`config.mk`:
```
export PLATFORM = sky130hd
export DESIGN_NAME = pos_shaper
export DESIGN_NICKNAME = d
export VERILOG_FILES = /design/src/pos_pkg.sv /design/src/pos_ahb_slave.sv /design/src/pos_db_seq.sv /design/src/pos_shaper.sv
export VERILOG_INCLUDE_DIRS = /design/src
export SDC_FILE = /design/constraint.sdc
export NUM_CORES = 1
export LEC_CHECK = 0
export BUFFER_PORTS_ARGS = -buffer_cell sky130_fd_sc_hd__buf_2
export CORE_UTILIZATION = 40
export CTS_CLUSTER_SIZE = 14
export DETAILED_ROUTE_END_ITERATION = 12
export HOLD_SLACK_MARGIN = 0.02
export PLACE_DENSITY_LB_ADDON = 0.3
export SLEW_MARGIN = 10
export SYNTH_ARGS = -nofsm -noshare
export SYNTH_HDL_FRONTEND = slang
export SYNTH_SLANG_ARGS = --single-unit
```
`constraint.sdc`:
```
create_clock -name mclk_i -period 4.4 [get_ports mclk_i]
set_clock_uncertainty 0.15 [all_clocks]
set_input_delay 0.66 -clock mclk_i [delete_from_list [all_inputs] [get_ports mclk_i]]
set_output_delay 0.66 -clock mclk_i [all_outputs]
set_load 0.01 [all_outputs]
```
`src/pos_defs.svh`:
```
/*
  Register offsets, field positions, reset values and mode codes of the
  PWM output mode shaper. Assumes inclusion by bare name from the package.
*/
`ifndef POS_DEFS_SVH
`define POS_DEFS_SVH

// byte offsets on the AHB-Lite register window
`define POS_OFS_CTRL 8'h00
`define POS_OFS_STEER 8'h04
`define POS_OFS_RDB 8'h08
`define POS_OFS_FDB 8'h0C
`define POS_OFS_STATUS 8'h10

// main control register fields
`define POS_CTRL_EN 7
`define POS_CTRL_LOAD 6
`define POS_CTRL_RDB_EN 5
`define POS_CTRL_FDB_EN 4
`define POS_CTRL_MODE_HI 3
`define POS_CTRL_MODE_LO 0

// mode field codes
`define POS_MODE_SINGLE 4'h0
`define POS_MODE_COMP 4'h1
`define POS_MODE_PUSHPULL 4'h2
`define POS_MODE_SIXSTEP 4'hC

// reset values
`define POS_RST_CTRL 8'h00
`define POS_RST_STEER 6'h00
`define POS_RST_DB 8'h00

`endif

```
`src/pos_pkg.sv`:
```
/*
  Types of the PWM output mode shaper. Assumes pos_defs.svh is reachable on
  the include path.
*/
`include "pos_defs.svh"

package pos_pkg;

  typedef enum logic [3:0] {
    POS_SINGLE = `POS_MODE_SINGLE,
    POS_COMP = `POS_MODE_COMP,
    POS_PUSHPULL = `POS_MODE_PUSHPULL,
    POS_SIXSTEP = `POS_MODE_SIXSTEP
  } pos_mode_type;

  typedef enum logic [2:0] {
    POS_DB_IDLE = 3'b001,
    POS_DB_RISE = 3'b010,
    POS_DB_FALL = 3'b100
  } pos_db_state_type;

endpackage

```
`src/pos_ahb_slave.sv`:
```
/*
  AHB-Lite slave front end for the shaper registers: writes complete with no
  wait state, reads take one wait state. Assumes it is the only slave, so its
  hreadyout is also the bus hready seen on hready_i.
*/
`timescale 1ns/1ps

module pos_ahb_slave
(
  // clock and reset
  input wire logic mclk_i,
  input wire logic rst_i,
  // AHB-Lite slave side
  input wire logic hsel_i,
  input wire logic [7:0] haddr_i,
  input wire logic [1:0] htrans_i,
  input wire logic hwrite_i,
  input wire logic [2:0] hsize_i,
  input wire logic [31:0] hwdata_i,
  input wire logic hready_i,
  output logic hreadyout_o,
  output logic hresp_o,
  output logic [31:0] hrdata_o,
  // register side
  output logic wr_o,
  output logic [7:0] addr_o,
  output logic [31:0] wdata_o,
  input wire logic [31:0] rdata_i
);
  import pos_pkg::*;

  logic wphase;
  logic rphase;
  logic take;

  // only whole-word transfers are decoded; narrower ones are accepted and ignored
  assign take = hsel_i && htrans_i[1] && hready_i && (hsize_i == 3'h2);
  assign wr_o = wphase;
  assign wdata_o = hwdata_i;

  always_ff @(posedge mclk_i or posedge rst_i)
  begin
    if (rst_i)
    begin
      wphase <= 1'b0;
      rphase <= 1'b0;
      addr_o <= 8'h00;
    end
    else
    begin
      wphase <= take && hwrite_i;
      rphase <= take && !hwrite_i;
      if (take)
      begin
        addr_o <= {haddr_i[7:2], 2'b00};
      end
    end
  end

  // the wait state lets a write in its data phase land before a read samples
  always_ff @(posedge mclk_i or posedge rst_i)
  begin
    if (rst_i)
    begin
      hreadyout_o <= 1'b1;
      hrdata_o <= 32'h0000_0000;
    end
    else if (take && !hwrite_i)
    begin
      hreadyout_o <= 1'b0;
    end
    else if (rphase)
    begin
      hreadyout_o <= 1'b1;
      hrdata_o <= rdata_i;
    end
  end

  always_ff @(posedge mclk_i or posedge rst_i)
  begin
    if (rst_i)
    begin
      hresp_o <= 1'b0;
    end
    else
    begin
      hresp_o <= 1'b0;
    end
  end

  chk_read_wait_state: assert property (@(posedge mclk_i) disable iff (rst_i)
    (take && !hwrite_i) |=> !hreadyout_o ##1 hreadyout_o)
    else $error("read did not take exactly one wait state");

endmodule

```
`src/pos_db_seq.sv`:
```
/*
  Primary/complementary edge sequencer with dead-band hand-off. Assumes the
  external dead-band counter answers a start pulse with a done pulse.
*/
`timescale 1ns/1ps

module pos_db_seq
(
  // clock and reset
  input wire logic mclk_i,
  input wire logic rst_i,
  // control
  input wire logic run_i,
  input wire logic rdb_en_i,
  input wire logic fdb_en_i,
  // events
  input wire logic rise_ev_i,
  input wire logic fall_ev_i,
  input wire logic db_done_i,
  // results
  output logic prim_o,
  output logic comp_o,
  output logic rdb_start_o,
  output logic fdb_start_o,
  output logic busy_o
);
  import pos_pkg::*;

  pos_db_state_type state;

  assign busy_o = (state != POS_DB_IDLE);

  // a falling event in the same cycle as a rising one wins: it ends the pulse
  always_ff @(posedge mclk_i or posedge rst_i)
  begin
    if (rst_i)
    begin
      state <= POS_DB_IDLE;
      prim_o <= 1'b0;
      comp_o <= 1'b0;
      rdb_start_o <= 1'b0;
      fdb_start_o <= 1'b0;
    end
    else if (!run_i)
    begin
      state <= POS_DB_IDLE;
      prim_o <= 1'b0;
      comp_o <= 1'b0;
      rdb_start_o <= 1'b0;
      fdb_start_o <= 1'b0;
    end
    else
    begin
      rdb_start_o <= 1'b0;
      fdb_start_o <= 1'b0;
      if (fall_ev_i)
      begin
        prim_o <= 1'b0;
        comp_o <= !fdb_en_i;
        fdb_start_o <= fdb_en_i;
        state <= fdb_en_i ? POS_DB_FALL : POS_DB_IDLE;
      end
      else if (rise_ev_i)
      begin
        comp_o <= 1'b0;
        prim_o <= !rdb_en_i;
        rdb_start_o <= rdb_en_i;
        state <= rdb_en_i ? POS_DB_RISE : POS_DB_IDLE;
      end
      else
      begin
        case (state)
          POS_DB_RISE:
          begin
            if (db_done_i)
            begin
              prim_o <= 1'b1;
              state <= POS_DB_IDLE;
            end
          end
          POS_DB_FALL:
          begin
            if (db_done_i)
            begin
              comp_o <= 1'b1;
              state <= POS_DB_IDLE;
            end
          end
          default:
          begin
            state <= POS_DB_IDLE;
          end
        endcase
      end
    end
  end

  chk_db_both_low: assert property (@(posedge mclk_i) disable iff (rst_i)
    busy_o |-> (!prim_o && !comp_o))
    else $error("an output is active during a dead band");

endmodule

```
`src/pos_shaper.sv`:
```
/*
  PWM output mode shaper top: AHB-Lite registers, steering buffers, period
  parity and per-mode pin shaping for outputs A to F. Assumes the time base
  gives period, rising and falling strobes on mclk_i, one cycle each, and
  that an external dead-band counter takes the start pulses and times.
*/
`timescale 1ns/1ps

// Overview of operation
// waveforms come only from period, rise, fall strobes
// control register mode field selects the waveform
// six-step mode follows software-updated steering enables
// single-phase steers one PWM, no dead band
// all steered outputs carry identical waveform
// single-phase rise drives steered outputs active
// single-phase fall drives steered outputs inactive
// complementary makes opposite pair, optional dead band
// primary steerable to outputs A, C, E
// complementary steerable to outputs B, D, E
// rise: complementary off, dead band, primary on
// fall: primary off, dead band, complementary on
// push-pull alternates outputs on odd, even periods
// basic push-pull uses A, B only, unsteered
// odd period: rise sets A, fall clears A
// even period: rise sets B, fall clears B
// enabling write loads pending steering and timing
// software enables single-phase with documented control value
// software loads dead bands before enabling complementary
// parity starts odd after enable, toggles per period
// both outputs inactive while dead band runs

module pos_shaper
(
  // clock and reset
  input wire logic mclk_i,
  input wire logic rst_i,
  // AHB-Lite register bus
  input wire logic hsel_i,
  input wire logic [7:0] haddr_i,
  input wire logic [1:0] htrans_i,
  input wire logic hwrite_i,
  input wire logic [2:0] hsize_i,
  input wire logic [31:0] hwdata_i,
  input wire logic hready_i,
  output logic hreadyout_o,
  output logic hresp_o,
  output logic [31:0] hrdata_o,
  // event strobes from the time base
  input wire logic period_ev_i,
  input wire logic rise_ev_i,
  input wire logic fall_ev_i,
  // dead-band counter hand-off
  input wire logic db_done_i,
  output logic db_rise_start_o,
  output logic db_fall_start_o,
  output logic [7:0] rise_deadband_time_o,
  output logic [7:0] fall_deadband_time_o,
  // pins, active high
  output logic pwm_out_a_o,
  output logic pwm_out_b_o,
  output logic pwm_out_c_o,
  output logic pwm_out_d_o,
  output logic pwm_out_e_o,
  output logic pwm_out_f_o
);
  import pos_pkg::*;

  logic [7:0] main_control_reg;
  logic [5:0] steering_reg;
  logic [5:0] steer_act;
  logic [7:0] rdb_pend;
  logic [7:0] fdb_pend;
  logic level;
  logic odd_period;
  logic [5:0] pwm;
  logic [5:0] next_pwm;
  logic [31:0] rdata;
  logic wr;
  logic [7:0] addr;
  logic [31:0] wdata;
  logic prim;
  logic comp;
  logic db_busy;
  logic enabled;
  logic load_now;
  logic seq_run;
  pos_mode_type mode;

  pos_ahb_slave u_ahb
  (
    .mclk_i(mclk_i),
    .rst_i(rst_i),
    .hsel_i(hsel_i),
    .haddr_i(haddr_i),
    .htrans_i(htrans_i),
    .hwrite_i(hwrite_i),
    .hsize_i(hsize_i),
    .hwdata_i(hwdata_i),
    .hready_i(hready_i),
    .hreadyout_o(hreadyout_o),
    .hresp_o(hresp_o),
    .hrdata_o(hrdata_o),
    .wr_o(wr),
    .addr_o(addr),
    .wdata_o(wdata),
    .rdata_i(rdata)
  );

  assign enabled = main_control_reg[`POS_CTRL_EN];
  assign mode = pos_mode_type'(main_control_reg[`POS_CTRL_MODE_HI:`POS_CTRL_MODE_LO]);
  assign load_now = wr && (addr == `POS_OFS_CTRL) && wdata[`POS_CTRL_EN];
  assign seq_run = enabled && ((mode == POS_COMP) || (mode == POS_SIXSTEP));

  // register writes; the pending copies only reach the pins on an enabling write
  always_ff @(posedge mclk_i or posedge rst_i)
  begin
    if (rst_i)
    begin
      main_control_reg <= `POS_RST_CTRL;
      steering_reg <= `POS_RST_STEER;
      rdb_pend <= `POS_RST_DB;
      fdb_pend <= `POS_RST_DB;
    end
    else if (wr)
    begin
      case (addr)
        `POS_OFS_CTRL: main_control_reg <= wdata[7:0];
        `POS_OFS_STEER: steering_reg <= wdata[5:0];
        `POS_OFS_RDB: rdb_pend <= wdata[7:0];
        `POS_OFS_FDB: fdb_pend <= wdata[7:0];
        default: main_control_reg <= main_control_reg;
      endcase
    end
  end

  // active buffers; the pending value written in the same cycle is not yet seen
  always_ff @(posedge mclk_i or posedge rst_i)
  begin
    if (rst_i)
    begin
      steer_act <= `POS_RST_STEER;
      rise_deadband_time_o <= `POS_RST_DB;
      fall_deadband_time_o <= `POS_RST_DB;
    end
    else if (load_now)
    begin
      steer_act <= steering_reg;
      rise_deadband_time_o <= rdb_pend;
      fall_deadband_time_o <= fdb_pend;
    end
  end

  always_comb
  begin
    rdata = 32'h0000_0000;
    case (addr)
      `POS_OFS_CTRL: rdata = {24'h00_0000, main_control_reg};
      `POS_OFS_STEER: rdata = {26'h000_0000, steering_reg};
      `POS_OFS_RDB: rdata = {24'h00_0000, rdb_pend};
      `POS_OFS_FDB: rdata = {24'h00_0000, fdb_pend};
      `POS_OFS_STATUS: rdata = {14'h0000, steer_act, 4'h0, db_busy, odd_period, pwm};
      default: rdata = 32'h0000_0000;
    endcase
  end

  // plain PWM level: rise sets, fall clears, fall wins on a tie
  always_ff @(posedge mclk_i or posedge rst_i)
  begin
    if (rst_i)
    begin
      level <= 1'b0;
    end
    else if (!enabled)
    begin
      level <= 1'b0;
    end
    else if (fall_ev_i)
    begin
      level <= 1'b0;
    end
    else if (rise_ev_i)
    begin
      level <= 1'b1;
    end
  end

  // cleared while disabled, so the first period event after enable marks odd
  always_ff @(posedge mclk_i or posedge rst_i)
  begin
    if (rst_i)
    begin
      odd_period <= 1'b0;
    end
    else if (!enabled)
    begin
      odd_period <= 1'b0;
    end
    else if (period_ev_i)
    begin
      odd_period <= !odd_period;
    end
  end

  pos_db_seq u_seq
  (
    .mclk_i(mclk_i),
    .rst_i(rst_i),
    .run_i(seq_run),
    .rdb_en_i(main_control_reg[`POS_CTRL_RDB_EN]),
    .fdb_en_i(main_control_reg[`POS_CTRL_FDB_EN]),
    .rise_ev_i(rise_ev_i),
    .fall_ev_i(fall_ev_i),
    .db_done_i(db_done_i),
    .prim_o(prim),
    .comp_o(comp),
    .rdb_start_o(db_rise_start_o),
    .fdb_start_o(db_fall_start_o),
    .busy_o(db_busy)
  );

  // pin shaping per mode, one cycle behind the shaping state
  always_comb
  begin
    next_pwm = 6'h00;
    if (enabled)
    begin
      case (mode)
        POS_SINGLE:
        begin
          next_pwm = steer_act & {6{level}};
        end
        POS_COMP:
        begin
          next_pwm[0] = steer_act[0] & prim;
          next_pwm[2] = steer_act[2] & prim;
          next_pwm[1] = steer_act[1] & comp;
          next_pwm[3] = steer_act[3] & comp;
          // E takes the primary when both sources are steered onto it
          next_pwm[4] = steer_act[4] ? prim : (steer_act[5] & comp);
        end
        POS_PUSHPULL:
        begin
          next_pwm[0] = level & odd_period;
          next_pwm[1] = level & !odd_period;
        end
        POS_SIXSTEP:
        begin
          // commutation is entirely software rewriting the steering buffers
          next_pwm = steer_act & {comp, prim, comp, prim, comp, prim};
        end
        default:
        begin
          next_pwm = 6'h00;
        end
      endcase
    end
  end

  always_ff @(posedge mclk_i or posedge rst_i)
  begin
    if (rst_i)
    begin
      pwm <= 6'h00;
    end
    else
    begin
      pwm <= next_pwm;
    end
  end

  assign pwm_out_a_o = pwm[0];
  assign pwm_out_b_o = pwm[1];
  assign pwm_out_c_o = pwm[2];
  assign pwm_out_d_o = pwm[3];
  assign pwm_out_e_o = pwm[4];
  assign pwm_out_f_o = pwm[5];

  chk_single_rise_active: assert property (@(posedge mclk_i) disable iff (rst_i)
    (enabled && mode == POS_SINGLE && rise_ev_i && !fall_ev_i && !wr)
    |=> ##1 (pwm == steer_act))
    else $error("single-phase rise did not set steered outputs");

  chk_single_fall_inactive: assert property (@(posedge mclk_i) disable iff (rst_i)
    (enabled && mode == POS_SINGLE && fall_ev_i && !wr) |=> ##1 (pwm == 6'h00))
    else $error("single-phase fall left an output active");

  chk_comp_rise_order: assert property (@(posedge mclk_i) disable iff (rst_i)
    (enabled && mode == POS_COMP && rise_ev_i && !fall_ev_i && !wr)
    |=> ##1 (!pwm[1] && !pwm[3]))
    else $error("complementary output still active after rise");

  chk_rise_db_start: assert property (@(posedge mclk_i) disable iff (rst_i)
    (seq_run && rise_ev_i && !fall_ev_i && main_control_reg[`POS_CTRL_RDB_EN] && !wr)
    |=> db_rise_start_o ##1 !db_rise_start_o)
    else $error("rising dead band not started for one cycle");

  chk_fall_db_start: assert property (@(posedge mclk_i) disable iff (rst_i)
    (seq_run && fall_ev_i && main_control_reg[`POS_CTRL_FDB_EN] && !wr)
    |=> db_fall_start_o && !prim)
    else $error("falling dead band not started");

  chk_pushpull_odd: assert property (@(posedge mclk_i) disable iff (rst_i)
    (enabled && mode == POS_PUSHPULL && odd_period && rise_ev_i && !fall_ev_i
     && !period_ev_i && !wr) |=> ##1 (pwm == 6'h01))
    else $error("odd period rise did not drive A alone");

  chk_pushpull_even: assert property (@(posedge mclk_i) disable iff (rst_i)
    (enabled && mode == POS_PUSHPULL && !odd_period && rise_ev_i && !fall_ev_i
     && !period_ev_i && !wr) |=> ##1 (pwm == 6'h02))
    else $error("even period rise did not drive B alone");

  chk_parity_toggle: assert property (@(posedge mclk_i) disable iff (rst_i)
    (enabled && period_ev_i && !wr) |=> (odd_period != $past(odd_period)))
    else $error("period parity did not toggle");

  chk_enable_load: assert property (@(posedge mclk_i) disable iff (rst_i)
    load_now |=> (steer_act == $past(steering_reg)
                  && rise_deadband_time_o == $past(rdb_pend)))
    else $error("enabling write did not load active buffers");

endmodule

```
==> impl_metrics.json, run 1 <==
{
  "outcome": "finished, violations left",
  "failed_checks": "DRC",
  "synth_cells": 312,
  "power.total_mw": 1.67,
  "path_class": "flop to flop",
  "hold_buffers": 0,
  "avgSynthCellArea_um2": 12.8,
  "wl_per_cell_um": 16.0,
  "gp_congestion": 0.825,
  "seqPwrFrac_pct": 55.8,
  "final_nets": 434,
  "switchingPower_mw": 0.434,
  "port_buffers": 65,
  "fin_tns_setup_ns": 0,
  "r2r_cells": 3,
  "p_int_mw": 1.23,
  "hold_path.class": "input port to asynchronous set/reset pin",
  "post-place-ws_ns": 1.99,
  "async_flop_share_pct": 100,
  "ctsLongestPathBuffers": 2,
  "critPathCaptureType": "flop",
  "track_usage_pct": 17.2,
  "drc_errors": 1,
  "routed_wl_um": 8250,
  "max_slew.worst_pin.slew_ns": 0.799,
  "rsz0062_at_grt": "no",
  "ys_warn_count": 0,
  "slew_headroom_pct": 46.6,
  "grt_pass1_vias": 2591,
  "fin_util_pct": 47.1,
  "clk_pin_slew_ns": 0.08,
  "cts.htree.levels": 3,
  "nFillCells": 948,
  "setup_viol": 0,
  "root_buffer": "clkbuf_8",
  "r2r_end": "fall_deadband_time_o[0]$_DFFE_PP0P_",
  "grt_first_pass_wirelength_um": 13500,
  "final_hold_viol_count": 0,
  "largest_reg_flops": 14,
  "worstSetupStartpointType": "flop",
  "fin_crit_ns": 2.41,
  "crit_arrival_ns": 2.48,
  "layout_setup_ws_ns": 1.99,
  "reg2reg_setup_slack_ns": 1.99,
  "cts-resized-gates": 0,
  "start_util_pct": 41.2,
  "postCtsSetupRepairBufs": 0,
  "drt-vias-per-instance": 5.03,
  "grt_max_degree": 66,
  "synthFlopType": "dfrtp_1",
  "antenna_found_initial": 0,
  "reg2reg_from": "u_ahb.addr_o[2]$_DFFE_PP0N_",
  "max_cap_viol_count": 0,
  "dieArea_mm2": 0.0104,
  "drv_slew": 0,
  "ir_drop_v": 0.000168,
  "period_share_pct": 54.7,
  "p_clk_share_pct": 32.6,
  "core-area_mm2": 0.00973,
  "grt_overflow": 0,
  "drt_iter0_drc": 122,
  "dr.pass1.iters": 8,
  "dp_hpwl_um": 5880,
  "die_width_um": 102,
  "hold_ws_ns": 0.307,
  "ant_nets": 0,
  "areaGrowthSynthToFinish_pct": 14.4,
  "synth_edf_count": 0,
  "clock_sinks": 90,
  "drive_gt1_share_pct": 39.6,
  "power.share.combinational_pct": 11.6,
  "ys_seq_area_share_pct": 56.3,
  "vias": 2601,
  "diodes": 0,
  "tritoncts": "yes",
  "num_rows": 36,
  "syn_area_mm2": 0.00401,
  "largest-register": "u_ahb.hrdata_o",
  "ys_ff_latch": 90,
  "leakagePower_nw": 2.25,
  "timing.fmax_mhz": 416,
  "synth_cell_types": 51,
  "cts_buffers": 9,
  "ios": 112,
  "power_density_mw_per_mm2": 363,
  "clkLatencyLatePin_ns": 0.34,
  "power.share.switching_pct": 26.1,
  "worstPathMaxFanout": 23,
  "die_h_um": 102,
  "required_ns": 4.48
}
==> worst max-delay path, stage by stage (launching register included) <==
cell and delay (ns):
dfrtp_1 0.62, nor2_2 0.32, nand4_2 0.67, mux2_2 0.53
==> power groups by stage <==
stage	sequential, mW	combinational [mW]	clock, mW
4_1_cts	0.930	0.195	0.559
6_report	0.929	0.193	0.544
2_1_floorplan	0.917	0.166	0
3_3_place_gp	0.944	0.190	0
3_5_place_dp	0.946	0.194	0
5_1_grt	0.937	0.216	0.598
==> cell families after synthesis <==
family,Yosys count,share of synthesized area (%)
AND/OR/NAND/NOR,78,11.7
XOR/XNOR,1,0.219
other,1,0.0936
multiplexers,70,19.3
AO/OA/AOI/OAI,42,7.59
buffers and inverters,30,4.78
flip-flops,90,56.3
==> worst max-delay path by stage <==
| stage | startpoint | end | depth (start not counted) |
|---|---|---|---|
| after floorplan | rst_i | fall_deadband_time_o[0]$_DFFE_PP0P_ | 1 |
| after global placement | u_ahb.addr_o[2]$_DFFE_PP0N_ | fall_deadband_time_o[2]$_DFFE_PP0P_ | 3 |
| after detailed placement | u_ahb.addr_o[2]$_DFFE_PP0N_ | fall_deadband_time_o[1]$_DFFE_PP0P_ | 3 |
| after CTS | u_ahb.addr_o[2]$_DFFE_PP0N_ | fall_deadband_time_o[1]$_DFFE_PP0P_ | 3 |
| after global routing | u_ahb.addr_o[2]$_DFFE_PP0N_ | fall_deadband_time_o[5]$_DFFE_PP0P_ | 3 |
| final | u_ahb.addr_o[2]$_DFFE_PP0N_ | fall_deadband_time_o[0]$_DFFE_PP0P_ | 3 |
==> layer usage <==
metal  global-route usage (%)  part of all wire [%]
met1                     24.2                    49
met2                     26.8                    46
met3                     3.08                   4.1
met4                     5.93                  0.85
met5                        0                     0
==> stage by stage <==
stage / area, µm² / std cells
3_3_place_gp: 4400 / 502
5_1_grt: 4580 / 517
4_1_cts: 4580 / 517
2_1_floorplan: 4070 / 330
6_report: 4580 / 517
3_5_place_dp: 4400 / 502
==> final cells by class <==
type                    count  area, µm²  area share, %
repair buffers             67        340           7.43
clock inverters             3       40.0          0.874
well taps                 133        166           3.63
flip-flops and latches     90       2250           49.2
clock buffers              12        145           3.17
multi-input cells         210       1630           35.5
inverters                   2       10.0          0.218
==> synth_stat cells (all sizes together), types with 3 or more instances <==
library cell	n	share of area, %
buf	25	4.3
a22o	6	1.3
clkbuf	3	0.28
a21oi	7	0.87
mux2i	12	3.0
and2	10	1.6
a221o	6	1.5
nand3	8	1.1
nor3	5	1.2
nor3b	4	0.75
mux2	58	16
a211oi	3	0.56
o22ai	5	0.78
dfrtp	88	55
nand2b	3	0.47
o21ai	7	0.87
nor2b	5	0.78
nor2	14	1.4
nand2	12	1.2
==> cells in the final DEF (no fill, tap or decap), drive strengths merged, types with 5 or more instances in the layout <==
cell | Yosys | layout
nor2 | 14 | 14
a22o | 6 | 6
and2 | 10 | 10
a221o | 6 | 6
mux2i | 12 | 12
clkbuf | 3 | 12
nor3 | 5 | 5
nand2 | 12 | 12
buf | 25 | 67
dfrtp | 88 | 88
o21ai | 7 | 7
nand3 | 8 | 8
a21oi | 7 | 7
mux2 | 58 | 58
nor2b | 5 | 5
o22ai | 5 | 5
conb | 1 | 19
Note: power is estimated with default switching activity, not from simulation.
==> run 2: changes to the inputs <==
--- a/config.mk
+++ b/config.mk
@@ -6,6 +6,7 @@
 export SDC_FILE = /design/constraint.sdc
 export NUM_CORES = 1
 export LEC_CHECK = 0
+export ABC_AREA = 1
 export BUFFER_PORTS_ARGS = -buffer_cell sky130_fd_sc_hd__buf_2
 export CORE_UTILIZATION = 40
 export CTS_CLUSTER_SIZE = 14
==> constraint.sdc (replaced) <==
create_clock -name mclk_i -period 2.1 [get_ports mclk_i]
set_clock_uncertainty 0.15 [all_clocks]
set_input_delay 0.315 -clock mclk_i [delete_from_list [all_inputs] [get_ports mclk_i]]
set_output_delay 0.315 -clock mclk_i [all_outputs]
set_load 0.01 [all_outputs]
==> impl_metrics.json, run 2 <==
{
  "power_density_mw_per_mm2": 742,
  "synth_top_cell_by_area": "dfrtp_1",
  "gp_congestion": 0.875,
  "yosysMostFrequentCell": "nand2_1",
  "vias": 3389,
  "drt_iter0_drc": 231,
  "reg2reg_from": "u_ahb.addr_o[7]$_DFFE_PP0N_",
  "crit_arrival_ns": 2.03,
  "netlist.area_leader.share_pct": 53.6,
  "grt_first_pass_wirelength_um": 15900,
  "layout_setup_ws_ns": 0.188,
  "critPathCaptureType": "flop",
  "core-area_mm2": 0.00986,
  "grt_pass1_vias": 3271,
  "cts.htree.levels": 3,
  "whs_path_depth": 2,
  "drv_slew": 0,
  "areaGrowthSynthToFinish_pct": 17.2,
  "final_hold_viol_count": 0,
  "timing.fmax_mhz": 523,
  "drc_errors": 0,
  "largest-register": "u_ahb.hrdata_o",
  "crit_buf_inv": 1,
  "synthTopCellsByArea": "dfrtp_1 (54%), nand2_1 (13%), nand3_1 (5.1%)",
  "worstPathMaxFanout": 16,
  "hold_ws_ns": 0.0386,
  "grt_max_degree": 44,
  "wl_per_cell_um": 13.9,
  "hold_path.class": "input port to flop",
  "dieArea_mm2": 0.0107,
  "crit_start": "u_ahb.addr_o[7]$_DFFE_PP0N_",
  "max_stage_delay_ns": 0.39,
  "ys_seq_area_share_pct": 54.9,
  "grt_overflow": 0,
  "leakagePower_nw": 2.79,
  "ys_warn_count": 0,
  "root_buffer": "clkbuf_8",
  "layout_common_cells": "nand2_1 (136), dfrtp_1 (88), buf_2 (65)",
  "drive_gt1_share_pct": 19.7,
  "dp_hpwl_um": 7080,
  "syn_area_mm2": 0.00411,
  "setup_viol": 0,
  "synthTopCellsByCount": "nand2_1 (137), dfrtp_1 (88), inv_1 (45)",
  "diodes": 0,
  "fin_tns_setup_ns": 0,
  "fin_crit_ns": 1.91,
  "required_ns": 2.22,
  "track_usage_pct": 19.9,
  "avgSynthCellArea_um2": 8.54,
  "ios": 112,
  "synth_cells": 481,
  "reg2reg_setup_slack_ns": 0.19,
  "min_to": "u_ahb.addr_o[6]$_DFFE_PP0N_",
  "antenna_found_initial": 0,
  "postCtsSetupRepairBufs": 0,
  "path_delay_family": "simple AND/OR/NAND/NOR gates",
  "r2r_cells": 5,
  "num_rows": 36,
  "drt-vias-per-instance": 4.90,
  "ir_drop_v": 0.000433,
  "crit_chain": "nor2_2, nand2_1, inv_1, nand3_2, o21ai_0",
  "dr.pass1.iters": 4,
  "place_inst": 673,
  "clk_pin_slew_ns": 0.09,
  "max_cap_viol_count": 0,
  "cts_buffers": 9,
  "clkLatencyLatePin_ns": 0.36,
  "start_util_pct": 41.6,
  "synthFlopType": "dfrtp_1",
  "clock_sinks": 90,
  "final_nets": 608,
  "r2r_end": "rdb_pend[4]$_DFFE_PP0P_",
  "outcome": "finished clean",
  "ant_nets": 0,
  "tritoncts": "yes",
  "port_buffers": 65,
  "worstSetupStartpointType": "flop",
  "stdcell_count": 692,
  "ctsLongestPathBuffers": 2,
  "largest_reg_flops": 14,
  "async_flop_share_pct": 100,
  "path_class": "flop to flop",
  "holdCritStartpoint": "haddr_i[6]",
  "routed_wl_um": 9610,
  "die_h_um": 103,
  "die_width_um": 103,
  "ys_ff_latch": 90,
  "mostFrequentLayoutCell": "nand2_1",
  "post-place-ws_ns": 0.114,
  "slowest_stage": "dfrtp_1",
  "period_share_pct": 91.1,
  "synth_cell_types": 27,
  "synth_edf_count": 0
}
## run 2: how the worst max path moves through the flow
stage                                     endpoint  slack, ns  depth (start not counted)
2_1_floorplan  fall_deadband_time_o[4]$_DFFE_PP0P_       0.56                          7
3_3_place_gp              steer_act[5]$_DFFE_PP0P_       0.18                          6
3_5_place_dp   rise_deadband_time_o[6]$_DFFE_PP0P_       0.11                          6
4_1_cts        rise_deadband_time_o[6]$_DFFE_PP0P_        0.1                          6
5_1_grt                    rdb_pend[5]$_DFFE_PP0P_      -0.01                          6
6_report                   rdb_pend[4]$_DFFE_PP0P_       0.19                          5
## run 2: logic make-up after synthesis
logic type / Yosys count / share of synthesized area [%]
other: 1 / 0.0913
flip-flops: 90 / 54.9
AND/OR/NAND/NOR: 245 / 26.6
AO/OA/AOI/OAI: 62 / 8.10
buffers and inverters: 80 / 9.53
multiplexers: 3 / 0.822
## run 2: worst register-to-register path: cells and delay by family, from the launching register on
kind / cells / cell delay [ns]
simple gates: 3 / 0.79
flops: 1 / 0.39
compound gates: 1 / 0.27
buf+inv: 1 / 0.23
## run 2: power breakdown
| part | internal (mW) | leakage [nW] | switching [mW] | total, mW |
|---|---|---|---|---|
| Clock | 0.716 | 0.114 | 0.644 | 1.36 |
| Sequential | 1.78 | 1.07 | 0.0480 | 1.83 |
| Combinational | 0.121 | 1.60 | 0.260 | 0.381 |
| Total | 2.62 | 2.79 | 0.952 | 3.57 |
## run 2: area by class of cell
cell class	count	area, µm²
fillers	975	5050
flip-flops and latches	90	2250
multi-input cells	329	1540
repair buffers	78	443
inverters	46	176
well taps	133	166
clock buffers	10	138
clock inverters	6	93.8
## run 2: per-stage QoR
stage                     utilization [%]  power [mW]  instance area, µm²
after detailed placement             46.0        2.24                4540
after CTS                            48.7        3.60                4800
final                                48.8        3.57                4810
after floorplan                         -        2.12                4180
after global placement               46.0        2.23                4540
after global routing                 48.8        3.73                4810
## run 2: routing by layer
metal	wire length [µm]	up-vias	part of all wire, %	global-route usage [%]
li1	-	1671	-	-
met1	4420	1598	46	27.6
met5	0	-	0	0
met2	4440	112	46	30.8
met4	73	0	0.76	4.77
met3	678	8	7.1	5.78
## run 2: timing repair
item,in CTS,in global routing
resized for setup,0,3
hold buffers,3,0
hold endpoints to repair,12,0
setup endpoints to repair,0,28
==> run 3: changes to the inputs <==
--- a/config.mk
+++ b/config.mk
@@ -8,7 +8,7 @@
 export LEC_CHECK = 0
 export ABC_AREA = 1
 export BUFFER_PORTS_ARGS = -buffer_cell sky130_fd_sc_hd__buf_2
-export CORE_UTILIZATION = 40
+export CORE_UTILIZATION = 45
 export CTS_CLUSTER_SIZE = 14
 export DETAILED_ROUTE_END_ITERATION = 12
 export HOLD_SLACK_MARGIN = 0.02
==> impl_metrics.json, run 3 (synthesis results as in run 2) <==
{
  "outcome": "finished clean",
  "power_density_mw_per_mm2": 747,
  "switchingPower_mw": 0.915,
  "drc_errors": 0,
  "dp_hpwl_um": 6770,
  "post-place-ws_ns": 0.159,
  "fin_crit_ns": 1.89,
  "required_ns": 2.25,
  "hold_path.class": "input port to flop",
  "slowest_stage": "dfrtp_1",
  "largest_reg_flops": 14,
  "power.share.combinational_pct": 10.7,
  "nFillCells": 815,
  "crit_buf_inv": 1,
  "seqPwrFrac_pct": 51.5,
  "vias": 3402,
  "diodes": 0,
  "max_cap_viol_count": 0,
  "clkLatencyLatePin_ns": 0.36,
  "root_buffer": "clkbuf_8",
  "clk_pin_slew_ns": 0.09,
  "num_rows": 34,
  "clock_sinks": 90,
  "grt_first_pass_wirelength_um": 15600,
  "layout_setup_ws_ns": 0.208,
  "dr.pass1.iters": 7,
  "setup_viol": 0,
  "grt_pass1_vias": 3113,
  "postCtsSetupRepairBufs": 0,
  "mostFrequentLayoutCell": "nand2_1",
  "wl_per_cell_um": 14.1,
  "die_h_um": 97.5,
  "ant_nets": 0,
  "stdcell_count": 665,
  "cts.htree.levels": 3,
  "p_clk_share_pct": 37.8,
  "power.total_mw": 3.55,
  "cts_buffers": 9,
  "final_nets": 606,
  "hold_ws_ns": 0.0328,
  "power.share.switching_pct": 25.7,
  "tritoncts": "yes",
  "drv_slew": 0,
  "gp_congestion": 0.832,
  "port_buffers": 65,
  "drt_iter0_drc": 256,
  "max_stage_delay_ns": 0.45,
  "crit_arrival_ns": 2.04,
  "path_delay_family": "simple AND/OR/NAND/NOR gates",
  "antenna_found_initial": 0,
  "fin_tns_setup_ns": 0,
  "core-area_mm2": 0.00876,
  "period_share_pct": 90.1,
  "leakagePower_nw": 2.78,
  "largest-register": "u_ahb.hrdata_o",
  "timing.fmax_mhz": 528,
  "p_int_mw": 2.64,
  "areaGrowthSynthToFinish_pct": 15.8,
  "worstPathMaxFanout": 23,
  "worstSetupStartpointType": "flop",
  "grt_max_degree": 57,
  "place_inst": 646,
  "critPathCaptureType": "flop",
  "ir_drop_v": 0.000343,
  "rsz0062_at_grt": "no",
  "start_util_pct": 46.9,
  "fin_util_pct": 54.3,
  "dieArea_mm2": 0.00951,
  "ctsLongestPathBuffers": 2,
  "grt_overflow": 0,
  "fin_area_mm2": 0.00476,
  "placed_area_mm2": 0.00449,
  "die_width_um": 97.5,
  "routed_wl_um": 9350,
  "path_class": "flop to flop",
  "crit_chain": "nor2_4, nand3_2, nor2_2, buf_4, nand3_1, nand2_1",
  "ios": 112,
  "final_hold_viol_count": 0,
  "layout_common_cells": "nand2_1 (137), dfrtp_1 (88), buf_2 (65)",
  "track_usage_pct": 20.8,
  "drive_gt1_share_pct": 18.9,
  "drt-vias-per-instance": 5.12
}
==> run 3: routing by layer <==
metal,GRT usage (%),vias to the layer above,wire length [µm],share of wire (%)
li1,-,1673,-,-
met5,0,-,0,0
met4,6.67,0,127,1.4
met2,31.5,133,4440,48
met1,30.1,1583,4230,45
met3,4.03,13,550,5.9
==> run 3: power groups by stage <==
stage	Combinational, mW	Clock [mW]	Sequential, mW
finish	0.379	1.34	1.83
global route	0.422	1.44	1.84
CTS	0.376	1.37	1.83
detailed placement	0.370	0	1.86
global placement	0.363	0	1.86
floorplan	0.261	0	1.86
==> run 3: cell type report <==
class / count / area, µm² / area share (%)
well taps: 108 / 135 / 2.84
repair buffers: 76 / 428 / 9.00
clock buffers: 12 / 155 / 3.26
multi-input cells: 329 / 1530 / 32.2
inverters: 46 / 176 / 3.71
clock inverters: 4 / 73.8 / 1.55
flip-flops and latches: 90 / 2250 / 47.4
==> run 3: final timing paths <==
kind / from / to / slack (ns) / depth (start not counted)
worst max-delay path: u_ahb.addr_o[2]$_DFFE_PP0N_ / steer_act[1]$_DFFE_PP0P_ / 0.21 / 6
worst min-delay path: haddr_i[5] / u_ahb.addr_o[5]$_DFFE_PP0N_ / 0.03 / 2
worst max register to register: u_ahb.addr_o[2]$_DFFE_PP0N_ / steer_act[1]$_DFFE_PP0P_ / 0.21 / 6
worst min register to register: u_ahb.hreadyout_o$_DFFE_PP1P_ / u_ahb.hreadyout_o$_DFFE_PP1P_ / 0.32 / 2
max in group asynchronous: rst_i / steer_act[1]$_DFFE_PP0P_ / 1.00 / 4
min in group asynchronous: rst_i / rdb_pend[7]$_DFFE_PP0P_ / 0.43 / 4
==> run 3: timing repair <==
action,CTS,global route
endpoints found under the hold margin,90,0
setup endpoints to repair,0,3
hold buffers,3,0
resized for setup,0,1
